--- src/include/i2c_ctl_pkg.sv ---
// Shared constants, types and helper functions for the serial control port
package i2c_ctl_pkg;

    // Seven-bit bus address, chosen by the address select pin
    localparam logic [6:0] DEV_ADDR_SEL_HI = 7'h1b;
    localparam logic [6:0] DEV_ADDR_SEL_LO = 7'h1a;

    // Subaddress that appends four bytes to an opened long register
    localparam logic [7:0] APPEND_SUB      = 8'hfe;

    // Subaddress ranges that set the byte count of each register
    localparam logic [7:0] SHORT_LAST      = 8'h4f;
    localparam logic [7:0] BIQUAD_FIRST    = 8'h51;
    localparam logic [7:0] BIQUAD_LAST     = 8'h88;

    localparam logic [4:0] SHORT_BYTES     = 5'h01;
    localparam logic [4:0] WORD_BYTES      = 5'h04;
    localparam logic [4:0] BIQUAD_BYTES    = 5'h14;
    localparam logic [2:0] APPEND_BYTES    = 3'h4;
    localparam logic [3:0] BITS_PER_BYTE   = 4'h8;

    localparam int         WORD_BITS       = 32;
    localparam int         MAX_WORDS       = 5;

    typedef enum logic [2:0] {
        ST_IDLE,
        ST_ADDR,
        ST_ADDR_ACK,
        ST_RX,
        ST_RX_ACK,
        ST_TX,
        ST_TX_ACK
    } port_state_t;

    // Number of data bytes a subaddress holds
    function automatic logic [4:0] reg_bytes(input logic [7:0] sub);
        if (sub <= SHORT_LAST)
            reg_bytes = SHORT_BYTES;
        else if (sub >= BIQUAD_FIRST && sub <= BIQUAD_LAST)
            reg_bytes = BIQUAD_BYTES;
        else
            reg_bytes = WORD_BYTES;
    endfunction : reg_bytes

    // Keeps the implemented low bits of a read word, zero above them
    function automatic logic [31:0] width_mask(input logic [5:0] width);
        if (width >= 6'h20)
            width_mask = 32'hffffffff;
        else
            width_mask = ~(32'hffffffff << width);
    endfunction : width_mask

endpackage : i2c_ctl_pkg

--- src/logic/i2c_pin_sampler.sv ---
// Bus pin sampler: clock edges, start and stop conditions
`timescale 1ns/10ps
`default_nettype none

module i2c_pin_sampler (
    input  wire logic mclk,
    input  wire logic nrst,
    input  wire logic scl,
    input  wire logic sda_in,
    output logic      scl_rise,
    output logic      scl_fall,
    output logic      start_det,
    output logic      stop_det,
    output logic      sda_bit
);

    logic scl_r;
    logic scl_nxt;
    logic sda_r;
    logic sda_nxt;

    always_comb begin
        scl_nxt = scl;
        sda_nxt = sda_in;
    end

    always_ff @(posedge mclk or negedge nrst) begin
        if (!nrst) begin
            scl_r <= 1'b1;
            sda_r <= 1'b1;
        end else begin
            scl_r <= scl_nxt;
            sda_r <= sda_nxt;
        end
    end

    // Data may only change while the clock is low; a change with it high frames a transfer
    assign scl_rise  = scl & ~scl_r;
    assign scl_fall  = ~scl & scl_r;
    assign start_det = scl & scl_r & sda_r & ~sda_in;
    assign stop_det  = scl & scl_r & ~sda_r & sda_in;
    assign sda_bit   = sda_in;

endmodule : i2c_pin_sampler

`default_nettype wire

--- src/logic/i2c_register_access_slave.sv ---
// Serial control port slave giving a bus master access to the device registers
`timescale 1ns/10ps
`default_nettype none

module i2c_register_access_slave #(
    parameter int MAX_WORDS = 5
) (
    input  wire logic                          mclk,
    input  wire logic                          nrst,
    input  wire logic                          scl,
    input  wire logic                          sda_in,
    output logic                               sda_out,
    output logic                               sda_oe,
    input  wire logic                          bus_address_select_pin,
    output logic                               wr_stb,
    output logic [7:0]                         wr_addr,
    output logic [MAX_WORDS*32-1:0]            wr_data,
    output logic                               flush_stb,
    output logic                               incr_open,
    output logic [7:0]                         rd_addr,
    output logic [2:0]                         rd_word,
    input  wire logic [31:0]                   rd_data,
    input  wire logic [5:0]                    rd_width
);
    import i2c_ctl_pkg::*;

    ////////////////////////////////////////////////////////////////////////////
    // Pin sampling

    logic scl_rise;
    logic scl_fall;
    logic start_det;
    logic stop_det;
    logic sda_bit;

    i2c_pin_sampler u_pins (
        .mclk      (mclk),
        .nrst      (nrst),
        .scl       (scl),
        .sda_in    (sda_in),
        .scl_rise  (scl_rise),
        .scl_fall  (scl_fall),
        .start_det (start_det),
        .stop_det  (stop_det),
        .sda_bit   (sda_bit)
    );

    ////////////////////////////////////////////////////////////////////////////
    // State

    port_state_t state_r,  state_nxt;
    logic [3:0]  bitc_r,   bitc_nxt;
    logic [7:0]  sh_r,     sh_nxt;
    logic [7:0]  tx_r,     tx_nxt;
    logic        oe_r,     oe_nxt;
    logic        rw_r,     rw_nxt;
    logic        first_r,  first_nxt;
    logic        wact_r,   wact_nxt;
    logic [7:0]  sub_r,    sub_nxt;
    logic [4:0]  bytec_r,  bytec_nxt;
    logic [2:0]  xfer_r,   xfer_nxt;
    logic        append_r, append_nxt;
    logic        drop_r,   drop_nxt;
    logic        open_r,   open_nxt;
    logic        stb_r,    stb_nxt;
    logic        flush_r,  flush_nxt;
    logic [31:0] buf_r   [MAX_WORDS];
    logic [31:0] buf_nxt [MAX_WORDS];

    logic [6:0]  dev_addr;
    logic [4:0]  sub_bytes;
    logic [31:0] rd_masked;
    logic [7:0]  tx_byte;
    logic        load_tx;
    logic        is_long;

    always_comb begin
        dev_addr  = bus_address_select_pin ? DEV_ADDR_SEL_HI : DEV_ADDR_SEL_LO;
        sub_bytes = reg_bytes(sub_r);
        is_long   = sub_bytes > WORD_BYTES;
        rd_masked = rd_data & width_mask(rd_width);
        if (sub_bytes == SHORT_BYTES)
            tx_byte = rd_masked[7:0];
        else
            tx_byte = rd_masked[8*(3-bytec_r[1:0]) +: 8];
        load_tx   = scl_fall && ((state_r == ST_ADDR_ACK && rw_r) || state_r == ST_TX_ACK);
    end

    always_comb begin
        state_nxt  = state_r;
        bitc_nxt   = bitc_r;
        sh_nxt     = sh_r;
        tx_nxt     = tx_r;
        oe_nxt     = oe_r;
        rw_nxt     = rw_r;
        first_nxt  = first_r;
        wact_nxt   = wact_r;
        sub_nxt    = sub_r;
        bytec_nxt  = bytec_r;
        xfer_nxt   = xfer_r;
        append_nxt = append_r;
        drop_nxt   = drop_r;
        open_nxt   = open_r;
        stb_nxt    = 1'b0;
        flush_nxt  = 1'b0;
        buf_nxt    = buf_r;

        if (start_det || stop_det) begin
            // End of a write transfer: keep only complete registers or a legal opening
            if (wact_r && bytec_r != 5'h00) begin
                if (!drop_r && is_long && xfer_r == APPEND_BYTES
                    && (append_r || bytec_r == WORD_BYTES)) begin
                    open_nxt = 1'b1;
                end else begin
                    bytec_nxt = 5'h00;
                    open_nxt  = 1'b0;
                    flush_nxt = 1'b1;
                end
            end
            wact_nxt   = 1'b0;
            append_nxt = 1'b0;
            drop_nxt   = 1'b0;
            xfer_nxt   = 3'h0;
            oe_nxt     = 1'b0;
            bitc_nxt   = 4'h0;
            first_nxt  = 1'b1;
            state_nxt  = start_det ? ST_ADDR : ST_IDLE;
        end else begin
            case (state_r)
                ST_ADDR, ST_RX: begin
                    if (scl_rise) begin
                        sh_nxt   = {sh_r[6:0], sda_bit};
                        bitc_nxt = bitc_r + 4'h1;
                    end else if (scl_fall && bitc_r == BITS_PER_BYTE) begin
                        if (state_r == ST_ADDR) begin
                            if (sh_r[7:1] == dev_addr) begin
                                oe_nxt    = 1'b1;
                                rw_nxt    = sh_r[0];
                                state_nxt = ST_ADDR_ACK;
                                if (sh_r[0]) begin
                                    bytec_nxt = 5'h00;
                                    if (open_r) begin
                                        open_nxt  = 1'b0;
                                        flush_nxt = 1'b1;
                                    end
                                end
                            end else begin
                                state_nxt = ST_IDLE;
                            end
                        end else begin
                            oe_nxt    = 1'b1;
                            state_nxt = ST_RX_ACK;
                            if (first_r) begin
                                first_nxt = 1'b0;
                                wact_nxt  = 1'b1;
                                xfer_nxt  = 3'h0;
                                if (sh_r == APPEND_SUB) begin
                                    if (open_r)
                                        append_nxt = 1'b1;
                                    else
                                        drop_nxt = 1'b1;
                                end else begin
                                    sub_nxt   = sh_r;
                                    bytec_nxt = 5'h00;
                                    if (open_r) begin
                                        open_nxt  = 1'b0;
                                        flush_nxt = 1'b1;
                                    end
                                end
                            end else if (!drop_r) begin
                                if (append_r && xfer_r == APPEND_BYTES) begin
                                    drop_nxt   = 1'b1;
                                    append_nxt = 1'b0;
                                    open_nxt   = 1'b0;
                                    bytec_nxt  = 5'h00;
                                    flush_nxt  = 1'b1;
                                end else begin
                                    xfer_nxt = (xfer_r == 3'h7) ? xfer_r : xfer_r + 3'h1;
                                    if (sub_bytes == SHORT_BYTES)
                                        buf_nxt[0] = {24'h000000, sh_r};
                                    else
                                        buf_nxt[bytec_r[4:2]][8*(3-bytec_r[1:0]) +: 8] = sh_r;
                                    if (bytec_r + 5'h01 == sub_bytes) begin
                                        stb_nxt   = 1'b1;
                                        bytec_nxt = 5'h00;
                                        if (append_r) begin
                                            append_nxt = 1'b0;
                                            open_nxt   = 1'b0;
                                            drop_nxt   = 1'b1;
                                        end else begin
                                            sub_nxt = sub_r + 8'h01;
                                        end
                                    end else begin
                                        bytec_nxt = bytec_r + 5'h01;
                                    end
                                end
                            end
                        end
                    end
                end
                ST_ADDR_ACK: begin
                    if (scl_fall) begin
                        bitc_nxt = 4'h0;
                        if (rw_r) begin
                            state_nxt = ST_TX;
                        end else begin
                            oe_nxt    = 1'b0;
                            state_nxt = ST_RX;
                        end
                    end
                end
                ST_RX_ACK: begin
                    if (scl_fall) begin
                        oe_nxt    = 1'b0;
                        bitc_nxt  = 4'h0;
                        state_nxt = ST_RX;
                    end
                end
                ST_TX: begin
                    if (scl_rise) begin
                        bitc_nxt = bitc_r + 4'h1;
                    end else if (scl_fall) begin
                        if (bitc_r == BITS_PER_BYTE) begin
                            oe_nxt    = 1'b0;
                            state_nxt = ST_TX_ACK;
                        end else begin
                            tx_nxt = {tx_r[6:0], 1'b0};
                            oe_nxt = ~tx_r[6];
                        end
                    end
                end
                ST_TX_ACK: begin
                    if (scl_rise && sda_bit)
                        state_nxt = ST_IDLE;
                    else if (scl_fall)
                        state_nxt = ST_TX;
                    bitc_nxt = 4'h0;
                end
                ST_IDLE: begin
                    oe_nxt = 1'b0;
                end
                default: begin
                    state_nxt = ST_IDLE;
                    oe_nxt    = 1'b0;
                end
            endcase

            // Fetch the next read byte and step through the register, then the map
            if (load_tx) begin
                tx_nxt = tx_byte;
                oe_nxt = ~tx_byte[7];
                if (bytec_r + 5'h01 == sub_bytes) begin
                    bytec_nxt = 5'h00;
                    sub_nxt   = sub_r + 8'h01;
                end else begin
                    bytec_nxt = bytec_r + 5'h01;
                end
            end
        end
    end

    always_ff @(posedge mclk or negedge nrst) begin
        if (!nrst) begin
            state_r  <= ST_IDLE;
            bitc_r   <= 4'h0;
            sh_r     <= 8'h00;
            tx_r     <= 8'h00;
            oe_r     <= 1'b0;
            rw_r     <= 1'b0;
            first_r  <= 1'b1;
            wact_r   <= 1'b0;
            sub_r    <= 8'h00;
            bytec_r  <= 5'h00;
            xfer_r   <= 3'h0;
            append_r <= 1'b0;
            drop_r   <= 1'b0;
            open_r   <= 1'b0;
            stb_r    <= 1'b0;
            flush_r  <= 1'b0;
            for (int i = 0; i < MAX_WORDS; i++)
                buf_r[i] <= 32'h00000000;
        end else begin
            state_r  <= state_nxt;
            bitc_r   <= bitc_nxt;
            sh_r     <= sh_nxt;
            tx_r     <= tx_nxt;
            oe_r     <= oe_nxt;
            rw_r     <= rw_nxt;
            first_r  <= first_nxt;
            wact_r   <= wact_nxt;
            sub_r    <= sub_nxt;
            bytec_r  <= bytec_nxt;
            xfer_r   <= xfer_nxt;
            append_r <= append_nxt;
            drop_r   <= drop_nxt;
            open_r   <= open_nxt;
            stb_r    <= stb_nxt;
            flush_r  <= flush_nxt;
            buf_r    <= buf_nxt;
        end
    end

    ////////////////////////////////////////////////////////////////////////////
    // Outputs

    // Pin is only ever pulled low; the clock line is never driven
    assign sda_out   = 1'b0;
    assign sda_oe    = oe_r;
    assign wr_stb    = stb_r;
    assign flush_stb = flush_r;
    assign incr_open = open_r;
    assign rd_addr   = sub_r;
    assign rd_word   = bytec_r[4:2];

    // Committed address is one behind once a sequential write has advanced
    always_comb begin
        wr_addr = (append_r || drop_r) ? sub_r : sub_r - 8'h01;
        for (int w = 0; w < MAX_WORDS; w++)
            wr_data[32*w +: 32] = buf_r[w];
    end

endmodule : i2c_register_access_slave

`default_nettype wire

--- config.mk ---
export PLATFORM = sky130hd
export DESIGN_NAME = i2c_register_access_slave
export DESIGN_NICKNAME = d
export VERILOG_FILES = /design/src/include/i2c_ctl_pkg.sv /design/src/logic/i2c_pin_sampler.sv /design/src/logic/i2c_register_access_slave.sv
export SDC_FILE = /design/constraint.sdc
export NUM_CORES = 1
export LEC_CHECK = 0
export BUFFER_PORTS_ARGS = -buffer_cell sky130_fd_sc_hd__buf_4
export CORE_MARGIN = 8
export CORE_UTILIZATION = 50
export CTS_CLUSTER_DIAMETER = 200
export DETAILED_ROUTE_END_ITERATION = 12
export GPL_TIMING_DRIVEN = 0
export PLACE_DENSITY = 0.75
export SYNTH_ARGS = -nofsm -noshare
export SYNTH_HDL_FRONTEND = slang
export SYNTH_SLANG_ARGS = --single-unit
--- constraint.sdc ---
create_clock -name mclk -period 7 [get_ports mclk]
set_clock_uncertainty 0.15 [all_clocks]
set_input_delay 0.7 -clock mclk [delete_from_list [all_inputs] [get_ports mclk]]
set_output_delay 0.7 -clock mclk [all_outputs]
set_load 0.02 [all_outputs]
==> results of run 1 <==
area by class of cell:
type | count | area [um^2] | area share (%)
sequential | 209 | 5230 | 40.2
multi-input combinational | 693 | 4640 | 35.7
timing repair buffer | 226 | 1720 | 13.3
clock buffer | 31 | 666 | 5.12
tap | 270 | 338 | 2.60
buffer | 57 | 255 | 1.96
clock inverter | 8 | 88.8 | 0.683
inverter | 15 | 56.3 | 0.433
synthesized netlist by cell type (all sizes together), types with 5 or more instances:
cell type / instances / share of area (%)
or3: 6 / 0.37
o21a: 6 / 0.52
a22o: 18 / 1.5
nor2: 53 / 2.1
nand3: 31 / 1.5
nand2: 133 / 4.9
clkbuf: 44 / 1.6
nand4: 5 / 0.31
and3: 12 / 0.74
o311ai: 5 / 0.43
o21ai: 84 / 4.1
xor2: 6 / 0.52
nor3: 19 / 0.93
nor2b: 7 / 0.43
o211ai: 17 / 1.4
buf: 13 / 0.88
and2: 29 / 1.8
nand2b: 6 / 0.37
xnor2: 7 / 0.60
inv: 14 / 0.52
a21oi: 29 / 1.4
mux2i: 8 / 0.79
dfrtp: 206 / 51
ha: 14 / 1.7
a31oi: 13 / 0.80
mux2: 106 / 12
sequential cells by signal, indices dropped and copies added (netlist names):
name / flops
drop_r: 1
u_pins.scl_r: 1
wr_stb: 1
xfer_r: 3
tx_r: 7
sda_oe: 1
sh_r: 8
bytec_r: 5
u_pins.sda_r: 1
state_r: 3
bitc_r: 4
append_r: 1
rw_r: 1
wr_data: 160
wact_r: 1
first_r: 1
incr_open: 1
rd_addr: 8
flush_stb: 1
worst max path at each step:
| stage | from | to | slack (ps) |
|---|---|---|---|
| floorplan | bytec_r[0] | bytec_r[4] | 4280 |
| global placement | bytec_r[0] | bytec_r[4] | 3290 |
| detailed placement | bytec_r[0] | bytec_r[4] | 3270 |
| CTS | bytec_r[0] | bytec_r[0] | 3260 |
| global route | bytec_r[0] | bytec_r[4] | 2930 |
| finish | bytec_r[0] | bytec_r[4] | 3190 |
where the power goes:
group / internal [uW] / total (uW) / switching (uW) / leakage (uW)
clock network: 706 / 1190 / 488 / 0.000369
logic: 153 / 483 / 329 / 0.00319
registers: 1240 / 1300 / 54.9 / 0.00288
logic make-up after synthesis:
| family | synth area share (%) |
|---|---|
| other | 0.0368 |
| DFF | 51.4 |
| muxes | 12.5 |
| buffers and inverters | 3.06 |
| AOI/OAI and AO/OA | 14.5 |
| adders and majority gates | 1.82 |
| xor gates and xnor gates | 1.12 |
| and+or+nand+nor | 15.5 |
metal layers:
metal	vias to the layer above	share of wire, %
li1	4018	-
met1	4402	43
met2	318	48
met3	32	6.4
met4	0	1.8
met5	-	0
metrics by stage:
step | instances | util (%)
6_report | 1509 | 64.7
5_1_grt | 1509 | 64.7
4_1_cts | 1509 | 64.7
3_5_place_dp | 1470 | 60.9
3_3_place_gp | 1469 | 60.8
2_1_floorplan | 974 | -
worst register-to-register path, stage by stage, from the launching register on:
cell       delay, ps
dfrtp_1          410
clkbuf_1         250
clkinv_1         270
ha_1             190
clkbuf_1         200
nor4bb_1         520
o2111ai_1        190
a2111oi_0        730
nor2_1           170
o22a_1           350
nand3_1          190
o22ai_1          100
==> results.py, run 1 <==
metrics = {
    "cts": {
        "cts_tree": "done",
        "cts.repair_timing.setup_buffer_count": 0,
        "clk_path_buf_depth": 3,
        "cts_num_sinks": 209,
        "clk_root_buffer_cell": "clkbuf_16",
        "cts_made_buffers": 23,
        "clk_pin_slew_worst_paths_ps": 60,
        "post_cts_hold_buffer_count": 0,
        "post_cts.resized_instances": 0,
        "cts.htree.levels": 1,
        "insertion_delay_ps": 520,
    },
    "critical_path": {
        "critical_r2r_launch": "bytec_r[0]",
        "crit_cells": 11,
        "critical-path-slowest-cell": "a2111oi_0",
        "crit_path_cell_trace": "clkbuf_1 > clkinv_1 > ha_1 > clkbuf_1 > nor4bb_1 > o2111ai_1 > a2111oi_0 > nor2_1 > o22a_1 > nand3_1 > o22ai_1",
        "crit_path_frequent_cell": "clkbuf_1",
        "timing.critical_path.fanout_max": 8,
        "reg2reg_to": "bytec_r[4]",
        "setup.worst_path.end_class": "register",
        "r2r_setup_slack_ps": 3190,
        "worst-endpoint-arrival_ps": 4050,
        "buffering_stage_count_on_the_worst_path_with_inverters_included": 3,
        "critPathRequiredTime_ps": 7240,
        "path_class": "register to register",
        "reg2regPathDepth": 11,
        "critical_path.max_stage_delay_ps": 730,
        "crit_path_start_kind": "register",
        "top_family_by_delay_on_critical_path": "compound AO/OA/AOI/OAI gates",
    },
    "placement": {
        "dp_wirelength_mm": 22.7,
        "pre_cts_slack_ps": 3270,
        "gpl.final_weighted_congestion": 0.924,
        "port-buffer-count": 225,
        "dpl_cell_area_um2": 12200,
    },
    "pwr": {
        "p_leak_uw": 0.00644,
        "pwr_density_cell_nw_per_um2": 229,
        "total_power_uw": 2970,
        "ir_drop_v": 0.000202,
    },
    "logic_synthesis": {
        "post_synth.cell_area_avg_um2": 10.5,
        "ys_warn_count": 0,
        "yosysUniqueCellTypes": 82,
        "postSynth.topFlopCell": "dfrtp_1",
        "synth.yosys.seq_area_share_pct": 51.4,
        "synth-seq-cells": 209,
        "synth-edff-count": 0,
        "synth.net_count": 1031,
        "postSynth.asyncResetShare_pct": 100,
        "syn-instance-count": 974,
        "mappedNetlistArea_um2": 10200,
    },
    "route": {
        "total_number_of_vias": 8770,
        "detail_route.iter0.violations": 534,
        "post-route-drc-count": 0,
        "detail-route-antenna-nets": 0,
        "routed_wirelength_mm": 30.8,
        "drt-vias-per-instance": 5.81,
        "wire_per_inst_um": 20.4,
        "drt_pre_antenna_iters": 7,
    },
    "timing": {
        "tightest_slew_ps": 1060,
        "finalWorstPathRequiredPeriod_ps": 3810,
        "whs_ps": 30.1,
        "finalCritPeriodShare_pct": 54.5,
        "timing.final.setup_violations": 0,
        "tns_ps": 0,
        "max-slew-margin-rel_pct": 28.6,
        "fmax_mhz": 262,
        "grt_setup_unrepaired": "false",
        "timing.final.hold_violations": 0,
        "slew_violations": 0,
        "setup_slack_ps": 3190,
    },
    "finish": {
        "nNetsFinal": 1282,
        "final_design_area_no_fill_um2": 13000,
        "drive_above_1_share_pct": 32.5,
        "antenna-diode-count": 0,
        "area_growth_syn_to_layout_pct": 27.6,
        "layout_commonest_cell": "buf_4",
        "final.fill_count": 1624,
        "layout_common_cells": "buf_4 (229), dfrtp_1 (206), nand2_1 (131), mux2_2 (105), o21ai_0 (79)",
    },
    "global_routing": {
        "grt_first_pass_wirelength_mm": 49.7,
        "grt.overflow.total": 0,
        "grt_max_degree": 109,
        "grtUsageTotal_pct": 24.0,
        "gr-usage-met3_pct": 4.50,
        "first_global_vias": 8744,
        "grt_busiest_layer": "met2",
        "grt_util_met2_pct": 39.2,
        "antenna_found_initial": 0,
        "groute.layer.met1.usage_pct": 32.7,
    },
    "die": {
        "ioPinCount": 227,
        "die-area_um2": 25200,
        "fp.coreArea_um2": 20100,
        "initial_core_util_pct": 50.7,
        "chipWidth_um": 159,
        "fp-row-count": 52,
        "floorplan.die.height_um": 159,
    },
    "worst_hold_path": {
        "hold_class": "input pin to async pin",
    },
    "run": {
        "maxCapViolCount": 0,
    },
    "run_status": {
        "run_status": "complete, no violations",
    },
}
(Power assumes the default switching activity.)
==> inputs of run 2 (changes only) <==
--- a/config.mk
+++ b/config.mk
@@ -5,13 +5,14 @@
 export SDC_FILE = /design/constraint.sdc
 export NUM_CORES = 1
 export LEC_CHECK = 0
+export ABC_AREA = 1
 export BUFFER_PORTS_ARGS = -buffer_cell sky130_fd_sc_hd__buf_4
 export CORE_MARGIN = 8
 export CORE_UTILIZATION = 50
 export CTS_CLUSTER_DIAMETER = 200
 export DETAILED_ROUTE_END_ITERATION = 12
 export GPL_TIMING_DRIVEN = 0
-export PLACE_DENSITY = 0.75
+export PLACE_DENSITY = 0.74
 export SYNTH_ARGS = -nofsm -noshare
 export SYNTH_HDL_FRONTEND = slang
 export SYNTH_SLANG_ARGS = --single-unit
==> constraint.sdc (replaced) <==
create_clock -name mclk -period 3.8 [get_ports mclk]
set_clock_uncertainty 0.15 [all_clocks]
set_input_delay 0.38 -clock mclk [delete_from_list [all_inputs] [get_ports mclk]]
set_output_delay 0.38 -clock mclk [all_outputs]
set_load 0.02 [all_outputs]
==> run 2 against run 1 <==
  * Non-clock buffer count is 8 lower
  * Sequential cell count stayed put
  * Sequential share of layout area is 1.0 points lower
  * Worst setup slack worse by 2700 ps
  * First-iteration DRC count is 61% higher
  * Fmax is 16% higher
  * Register-to-register slack worse by 2700 ps
  * Synthesized cell count is 30% higher
  * Final area is 2.5% higher
  * Global-route usage is 1.8 points higher
==> results.py, run 2 <==
metrics = {
    "pwr": {
        "p_leak_uw": 0.00664,
        "ir_drop_v": 0.000471,
        "pwr_density_cell_nw_per_um2": 465,
    },
    "timing": {
        "finalWorstPathRequiredPeriod_ps": 3280,
        "timing.final.setup_violations": 0,
        "slew_violations": 0,
        "tightest_slew_ps": 800,
        "tns_ps": 0,
        "timing.final.hold_violations": 0,
        "fmax_mhz": 305,
        "grt_setup_unrepaired": "false",
        "finalCritPeriodShare_pct": 86.2,
        "whs_ps": 142,
        "max-slew-margin-rel_pct": 46.4,
    },
    "route": {
        "drt_pre_antenna_iters": 5,
        "total_number_of_vias": 10100,
        "wire_per_inst_um": 18.8,
        "detail_route.iter0.violations": 859,
        "detail-route-antenna-nets": 0,
        "post-route-drc-count": 0,
        "routed_wirelength_mm": 34.1,
        "drt-vias-per-instance": 5.56,
    },
    "run_status": {
        "run_status": "complete, no violations",
    },
    "logic_synthesis": {
        "synth_largest_area_cell": "dfrtp_1",
        "post_synth.cell_area_avg_um2": 8.20,
        "synth-seq-cells": 209,
        "ys_top_cells_by_area": "dfrtp_1 (49%), nand2_1 (13%), o21ai_0 (6.8%)",
        "mappedNetlistArea_um2": 10400,
        "synth-edff-count": 0,
        "synth.net_count": 1328,
        "synth.most_common_cell": "nand2_1",
        "synth.yosys.seq_area_share_pct": 50.2,
        "synth_top_area_share_pct": 49.5,
        "syn-instance-count": 1271,
        "postSynth.asyncResetShare_pct": 100,
        "netlist_top_cells_count": "nand2_1 (356), dfrtp_1 (206), o21ai_0 (141), inv_1 (105), nor2_1 (78)",
        "ys_warn_count": 0,
        "yosysUniqueCellTypes": 46,
        "postSynth.topFlopCell": "dfrtp_1",
    },
    "critical_path": {
        "setup.worst_path.end_class": "register",
        "path_class": "register to register",
        "reg2regPathDepth": 9,
        "crit_cells": 9,
        "worst-endpoint-arrival_ps": 3560,
        "crit_path_start_kind": "register",
        "critical_path.max_stage_delay_ps": 480,
        "critical-path-slowest-cell": "ha_1",
        "top_family_by_delay_on_critical_path": "buffers and inverters",
        "crit_path_cell_trace": "clkbuf_1 > inv_1 > clkbuf_1 > ha_1 > inv_1 > nor2_1 > clkbuf_1 > nand3_1 > o21ai_0",
        "crit_path_frequent_cell": "clkbuf_1",
        "buffering_stage_count_on_the_worst_path_with_inverters_included": 5,
        "timing.critical_path.fanout_max": 11,
        "critPathRequiredTime_ps": 4090,
    },
    "die": {
        "initial_core_util_pct": 50.2,
        "fp.coreArea_um2": 20800,
        "ioPinCount": 227,
        "fp-row-count": 53,
        "floorplan.die.height_um": 160,
        "chipWidth_um": 160,
        "die-area_um2": 25700,
    },
    "cts": {
        "post_cts.resized_instances": 0,
        "cts_tree": "done",
        "cts.htree.levels": 1,
        "cts_made_buffers": 24,
        "clk_path_buf_depth": 3,
        "clk_pin_slew_worst_paths_ps": 60,
        "clk_root_buffer_cell": "clkbuf_16",
        "cts_num_sinks": 209,
        "insertion_delay_ps": 520,
    },
    "finish": {
        "layout_commonest_cell": "nand2_1",
        "area_growth_syn_to_layout_pct": 27.9,
        "antenna-diode-count": 0,
        "finished_core_util_pct": 64.2,
        "drive_above_1_share_pct": 21.9,
        "final.fill_count": 1804,
        "nNetsFinal": 1582,
        "layout_common_cells": "nand2_1 (356), buf_4 (227), dfrtp_1 (206), o21ai_0 (141), inv_1 (105)",
        "largest_reg_flops": 160,
    },
    "worst_hold_path": {
        "hold_depth": 4,
        "hold_class": "input pin to register",
    },
    "run": {
        "maxCapViolCount": 0,
    },
    "global_routing": {
        "grtUsageTotal_pct": 25.8,
        "grt_max_degree": 127,
        "grt_first_pass_wirelength_mm": 54.1,
        "grt.overflow.total": 0,
        "first_global_vias": 9870,
        "antenna_found_initial": 1,
    },
    "placement": {
        "port-buffer-count": 224,
        "dp_wirelength_mm": 25.6,
        "gpl.final_weighted_congestion": 0.959,
    },
}
==> run 2: cell types whose count changed after synthesis, sizes merged, moves of 10 or more <==
cell and delta:
inv +98, a22o -18, nand3 +39, and3 -10
o21ai +133, o211ai -10, a21oi +10, nand2 +235
mux2 -98, clkbuf -16, nand4 +12, and2 -29
nor2 +34
==> run 2: routing by layer <==
layer | wire length, um | GRT usage (%) | part of all wire [%]
met1 | 14000 | 33.3 | 41
met2 | 16200 | 41.7 | 47
met3 | 2320 | 4.71 | 6.8
met4 | 1580 | 11.8 | 4.6
met5 | 13 | 0 | 0.038
==> run 2: cell families (layout without fill, tap and decap cells) <==
group / after synthesis / after routing / share of synthesized area, %
simple gates: 563 / 563 / 23.5
compound gates: 304 / 304 / 16.2
flops: 209 / 209 / 50.2
buf+inv: 159 / 429 / 6.42
fa+ha+maj: 14 / 14 / 1.68
xor+xnor: 13 / 13 / 1.09
mux: 8 / 8 / 0.864
other cells: 1 / 1 / 0.0360
==> run 2: timing repair <==
action / in CTS / in global routing
hold buffers: 3 / 0
endpoints found under the setup margin: 0 / 0
hold endpoints to repair: 84 / 0
setup buffers: 0 / 0
==> run 2: cell type report <==
class                   count  area, um^2  share of cell area [%]
flip-flops and latches    209        5230                    39.3
multi-input cells         903        4520                    33.9
repair buffers            228        1750                    13.1
clock buffers              32         661                    4.95
inverters                 112         423                    3.17
well taps                 275         344                    2.58
plain buffers              47         246                    1.85
clock inverters            10         160                    1.20
==> run 2: power by group <==
| part | total [uW] | switching [uW] | internal, uW | leakage, uW |
|---|---|---|---|---|
| Clock | 2370 | 933 | 1440 | 0.000392 |
| Sequential | 2490 | 145 | 2350 | 0.00285 |
| Combinational | 1340 | 950 | 394 | 0.00340 |
| Total | 6200 | 2030 | 4180 | 0.00664 |
==> run 2: final timing paths <==
path                                   from           to  slack [ps]
worst max-delay path             bytec_r[0]  wr_data[23]         520
worst min-delay path             rd_data[7]       sda_oe         140
worst max register to register   bytec_r[0]  wr_data[23]         520
worst min register to register  wr_data[24]  wr_data[24]         340
max in group asynchronous              nrst  wr_data[71]        2160
min in group asynchronous              nrst  wr_data[76]         270
==> run 2: metrics by stage <==
step	std cells	cell area (um^2)	worst slack (ps)	total power [uW]
after floorplan	1271	10400	1320	3320
after global placement	1770	12400	664	3800
after detailed placement	1771	12500	607	3830
after CTS	1816	13300	582	6210
after global routing	1816	13300	320	6470
final	1816	13300	523	6200
==> run 2: tightest hold or removal path: stages <==
cell,delay (ps)
buf_4,80
nand3_1,60
a21oi_1,160
o31ai_1,80
==> inputs of run 3 (changes only) <==
--- a/config.mk
+++ b/config.mk
@@ -11,8 +11,7 @@
 export CORE_UTILIZATION = 50
 export CTS_CLUSTER_DIAMETER = 200
 export DETAILED_ROUTE_END_ITERATION = 12
-export GPL_TIMING_DRIVEN = 0
-export PLACE_DENSITY = 0.74
+export PLACE_DENSITY = 0.77
 export SYNTH_ARGS = -nofsm -noshare
 export SYNTH_HDL_FRONTEND = slang
 export SYNTH_SLANG_ARGS = --single-unit
==> constraint.sdc (replaced) <==
create_clock -name mclk -period 2.8 [get_ports mclk]
set_clock_uncertainty 0.15 [all_clocks]
set_input_delay 0.28 -clock mclk [delete_from_list [all_inputs] [get_ports mclk]]
set_output_delay 0.28 -clock mclk [all_outputs]
set_load 0.02 [all_outputs]
==> run 3 against run 2 <==
  * First-iteration DRC count up 15%
  * Final area down 0.58%
  * Register-to-register slack worse by 420 ps
  * Clock-buffer cell count up 1
  * Clock power up 19%
  * Critical path type unchanged
  * Core utilization down 0.37 points
  * Largest cell class unchanged
  * Via count down 1.1%
  * Sequential share of layout area up 0.23 points
  * Sequential cell count unchanged
==> results.py, run 3 (same netlist as run 2, synthesis figures left out) <==
metrics = {
    "timing": {
        "grt_setup_unrepaired": "true",
        "slew_violations": 0,
        "timing.final.setup_violations": 0,
        "finalWorstPathRequiredPeriod_ps": 2700,
        "setup_slack_ps": 98.8,
        "fmax_mhz": 370,
        "max-slew-margin-rel_pct": 55.8,
        "finalCritPeriodShare_pct": 96.5,
        "tns_ps": 0,
        "tightest_slew_ps": 659,
        "timing.final.hold_violations": 0,
        "whs_ps": 51.0,
    },
    "die": {
        "chipWidth_um": 160,
        "fp-row-count": 53,
        "fp.coreArea_um2": 20800,
        "die-area_um2": 25700,
        "floorplan.die.height_um": 160,
        "ioPinCount": 227,
        "initial_core_util_pct": 50.2,
    },
    "route": {
        "drt_pre_antenna_iters": 8,
        "detail_route.iter0.violations": 985,
        "detail-route-antenna-nets": 0,
        "routed_wirelength_mm": 33.1,
        "drt-vias-per-instance": 5.55,
        "post-route-drc-count": 0,
        "wire_per_inst_um": 18.4,
        "total_number_of_vias": 9993,
    },
    "critical_path": {
        "worst-endpoint-arrival_ps": 2920,
        "crit_path_start_kind": "register",
        "top_family_by_delay_on_critical_path": "simple AND/OR/NAND/NOR gates",
        "timing.critical_path.fanout_max": 16,
        "setup.worst_path.end_class": "register",
        "buffering_stage_count_on_the_worst_path_with_inverters_included": 5,
        "critical-path-slowest-cell": "dfrtp_1",
        "critPathRequiredTime_ps": 3020,
        "crit_path_cell_trace": "inv_1 > ha_1 > nand3_1 > inv_1 > nand2_1 > inv_1 > nand2_4 > nor3_4 > inv_2 > nor2_8 > inv_4 > nor2_4 > nand2_1 > nand2_1 > o21ai_0",
        "critical_path.max_stage_delay_ps": 390,
        "path_class": "register to register",
    },
    "placement": {
        "port-buffer-count": 225,
        "gpl.final_weighted_congestion": 0.989,
        "dp_wirelength_mm": 25.0,
        "pre_cts_slack_ps": 170,
    },
    "global_routing": {
        "grt_first_pass_wirelength_mm": 53.3,
        "grtUsageTotal_pct": 25.4,
        "groute.layer.met1.usage_pct": 31.5,
        "grt_busiest_layer": "met2",
        "first_global_vias": 9787,
        "grt_util_met2_pct": 41.3,
        "grt.overflow.total": 0,
        "gr-usage-met3_pct": 5.96,
        "grt_max_degree": 79,
        "antenna_found_initial": 0,
    },
    "cts": {
        "cts_made_buffers": 22,
        "clk_pin_slew_worst_paths_ps": 60,
        "insertion_delay_ps": 520,
        "cts.htree.levels": 1,
        "cts_tree": "done",
        "cts_num_sinks": 209,
        "clk_path_buf_depth": 3,
        "clk_root_buffer_cell": "clkbuf_16",
    },
    "pwr": {
        "p_leak_uw": 0.00665,
        "ir_drop_v": 0.000395,
        "pwr_density_cell_nw_per_um2": 610,
        "total_power_uw": 8080,
    },
    "finish": {
        "antenna-diode-count": 0,
        "layout_common_cells": "nand2_1 (349), buf_4 (257), dfrtp_1 (206), o21ai_0 (140), inv_1 (105)",
        "nNetsFinal": 1567,
        "area_growth_syn_to_layout_pct": 27.2,
        "finished_core_util_pct": 63.9,
        "layout_commonest_cell": "nand2_1",
        "largest_reg_flops": 160,
        "drive_above_1_share_pct": 23.7,
    },
    "run": {
        "maxCapViolCount": 0,
    },
    "worst_hold_path": {
        "hold_class": "input pin to register",
    },
    "run_status": {
        "run_status": "complete, no violations",
    },
}
-- run 3: cell count changes in the layout (fill, tap and decap cells not counted), sizes merged --
cell	before	now
inv	113	112
clkinv	4	6
clkbuf	60	34
clkinvlp	2	1
bufinv	3	0
buf	244	258
-- run 3: per-stage QoR --
step | instance area [um^2] | std cells
after floorplan | 10400 | 1271
final | 13300 | 1801
after global routing | 13300 | 1801
after detailed placement | 12500 | 1758
after CTS | 13200 | 1801
after global placement | 12500 | 1758
-- run 3: path summary, 6_finish.rpt --
check                              from            to  slack, ps  cells after the start
setup reg to reg              bitc_r[0]   wr_data[74]        100                     15
hold reg to reg            wr_data[112]  wr_data[112]        330                      2
setup / recovery              bitc_r[0]   wr_data[74]        100                     15
hold / removal               rd_data[7]        sda_oe         50                      4
min in group asynchronous          nrst   wr_data[76]        220                      2
max in group asynchronous          nrst       first_r       1500                      3
-- run 3: repair_timing --
item,in CTS,in global routing
setup endpoints to repair,0,76
gates resized for setup,0,11
endpoints found under the hold margin,74,0
hold buffers,3,0
setup buffers,0,0
-- run 3: metal layers --
layer,routed length [um],vias to the layer above
met5,0,-
met2,15700,465
met3,2700,84
li1,-,4707
met1,13300,4737
met4,1390,0
-- run 3: layout make-up --
type	count	area (um^2)
Fill cell	1759	7500
Sequential cell	209	5230
Clock buffer	33	662
Multi-Input combinational cell	903	4550
Inverter	112	423
Clock inverter	7	48.8
Tap cell	275	344
Timing Repair Buffer	262	1990
-- run 3: power breakdown --
| part | switching, uW | internal (uW) | total [uW] | leakage (uW) |
|---|---|---|---|---|
| clock | 1190 | 1640 | 2830 | 0.000353 |
| combinational | 1250 | 581 | 1840 | 0.00345 |
| sequential | 235 | 3180 | 3420 | 0.00285 |
| total | 2680 | 5400 | 8080 | 0.00665 |
-- run 3: worst register-to-register path: stages, from the launching register on --
cell and delay [ps]:
dfrtp_1 390, inv_1 120, ha_1 160, nand3_1 90
inv_1 60, nand2_1 100, inv_1 130, nand2_4 70
nor3_4 210, inv_2 130, nor2_8 120, inv_4 110
nor2_4 170, nand2_1 300, nand2_1 150, o21ai_0 100
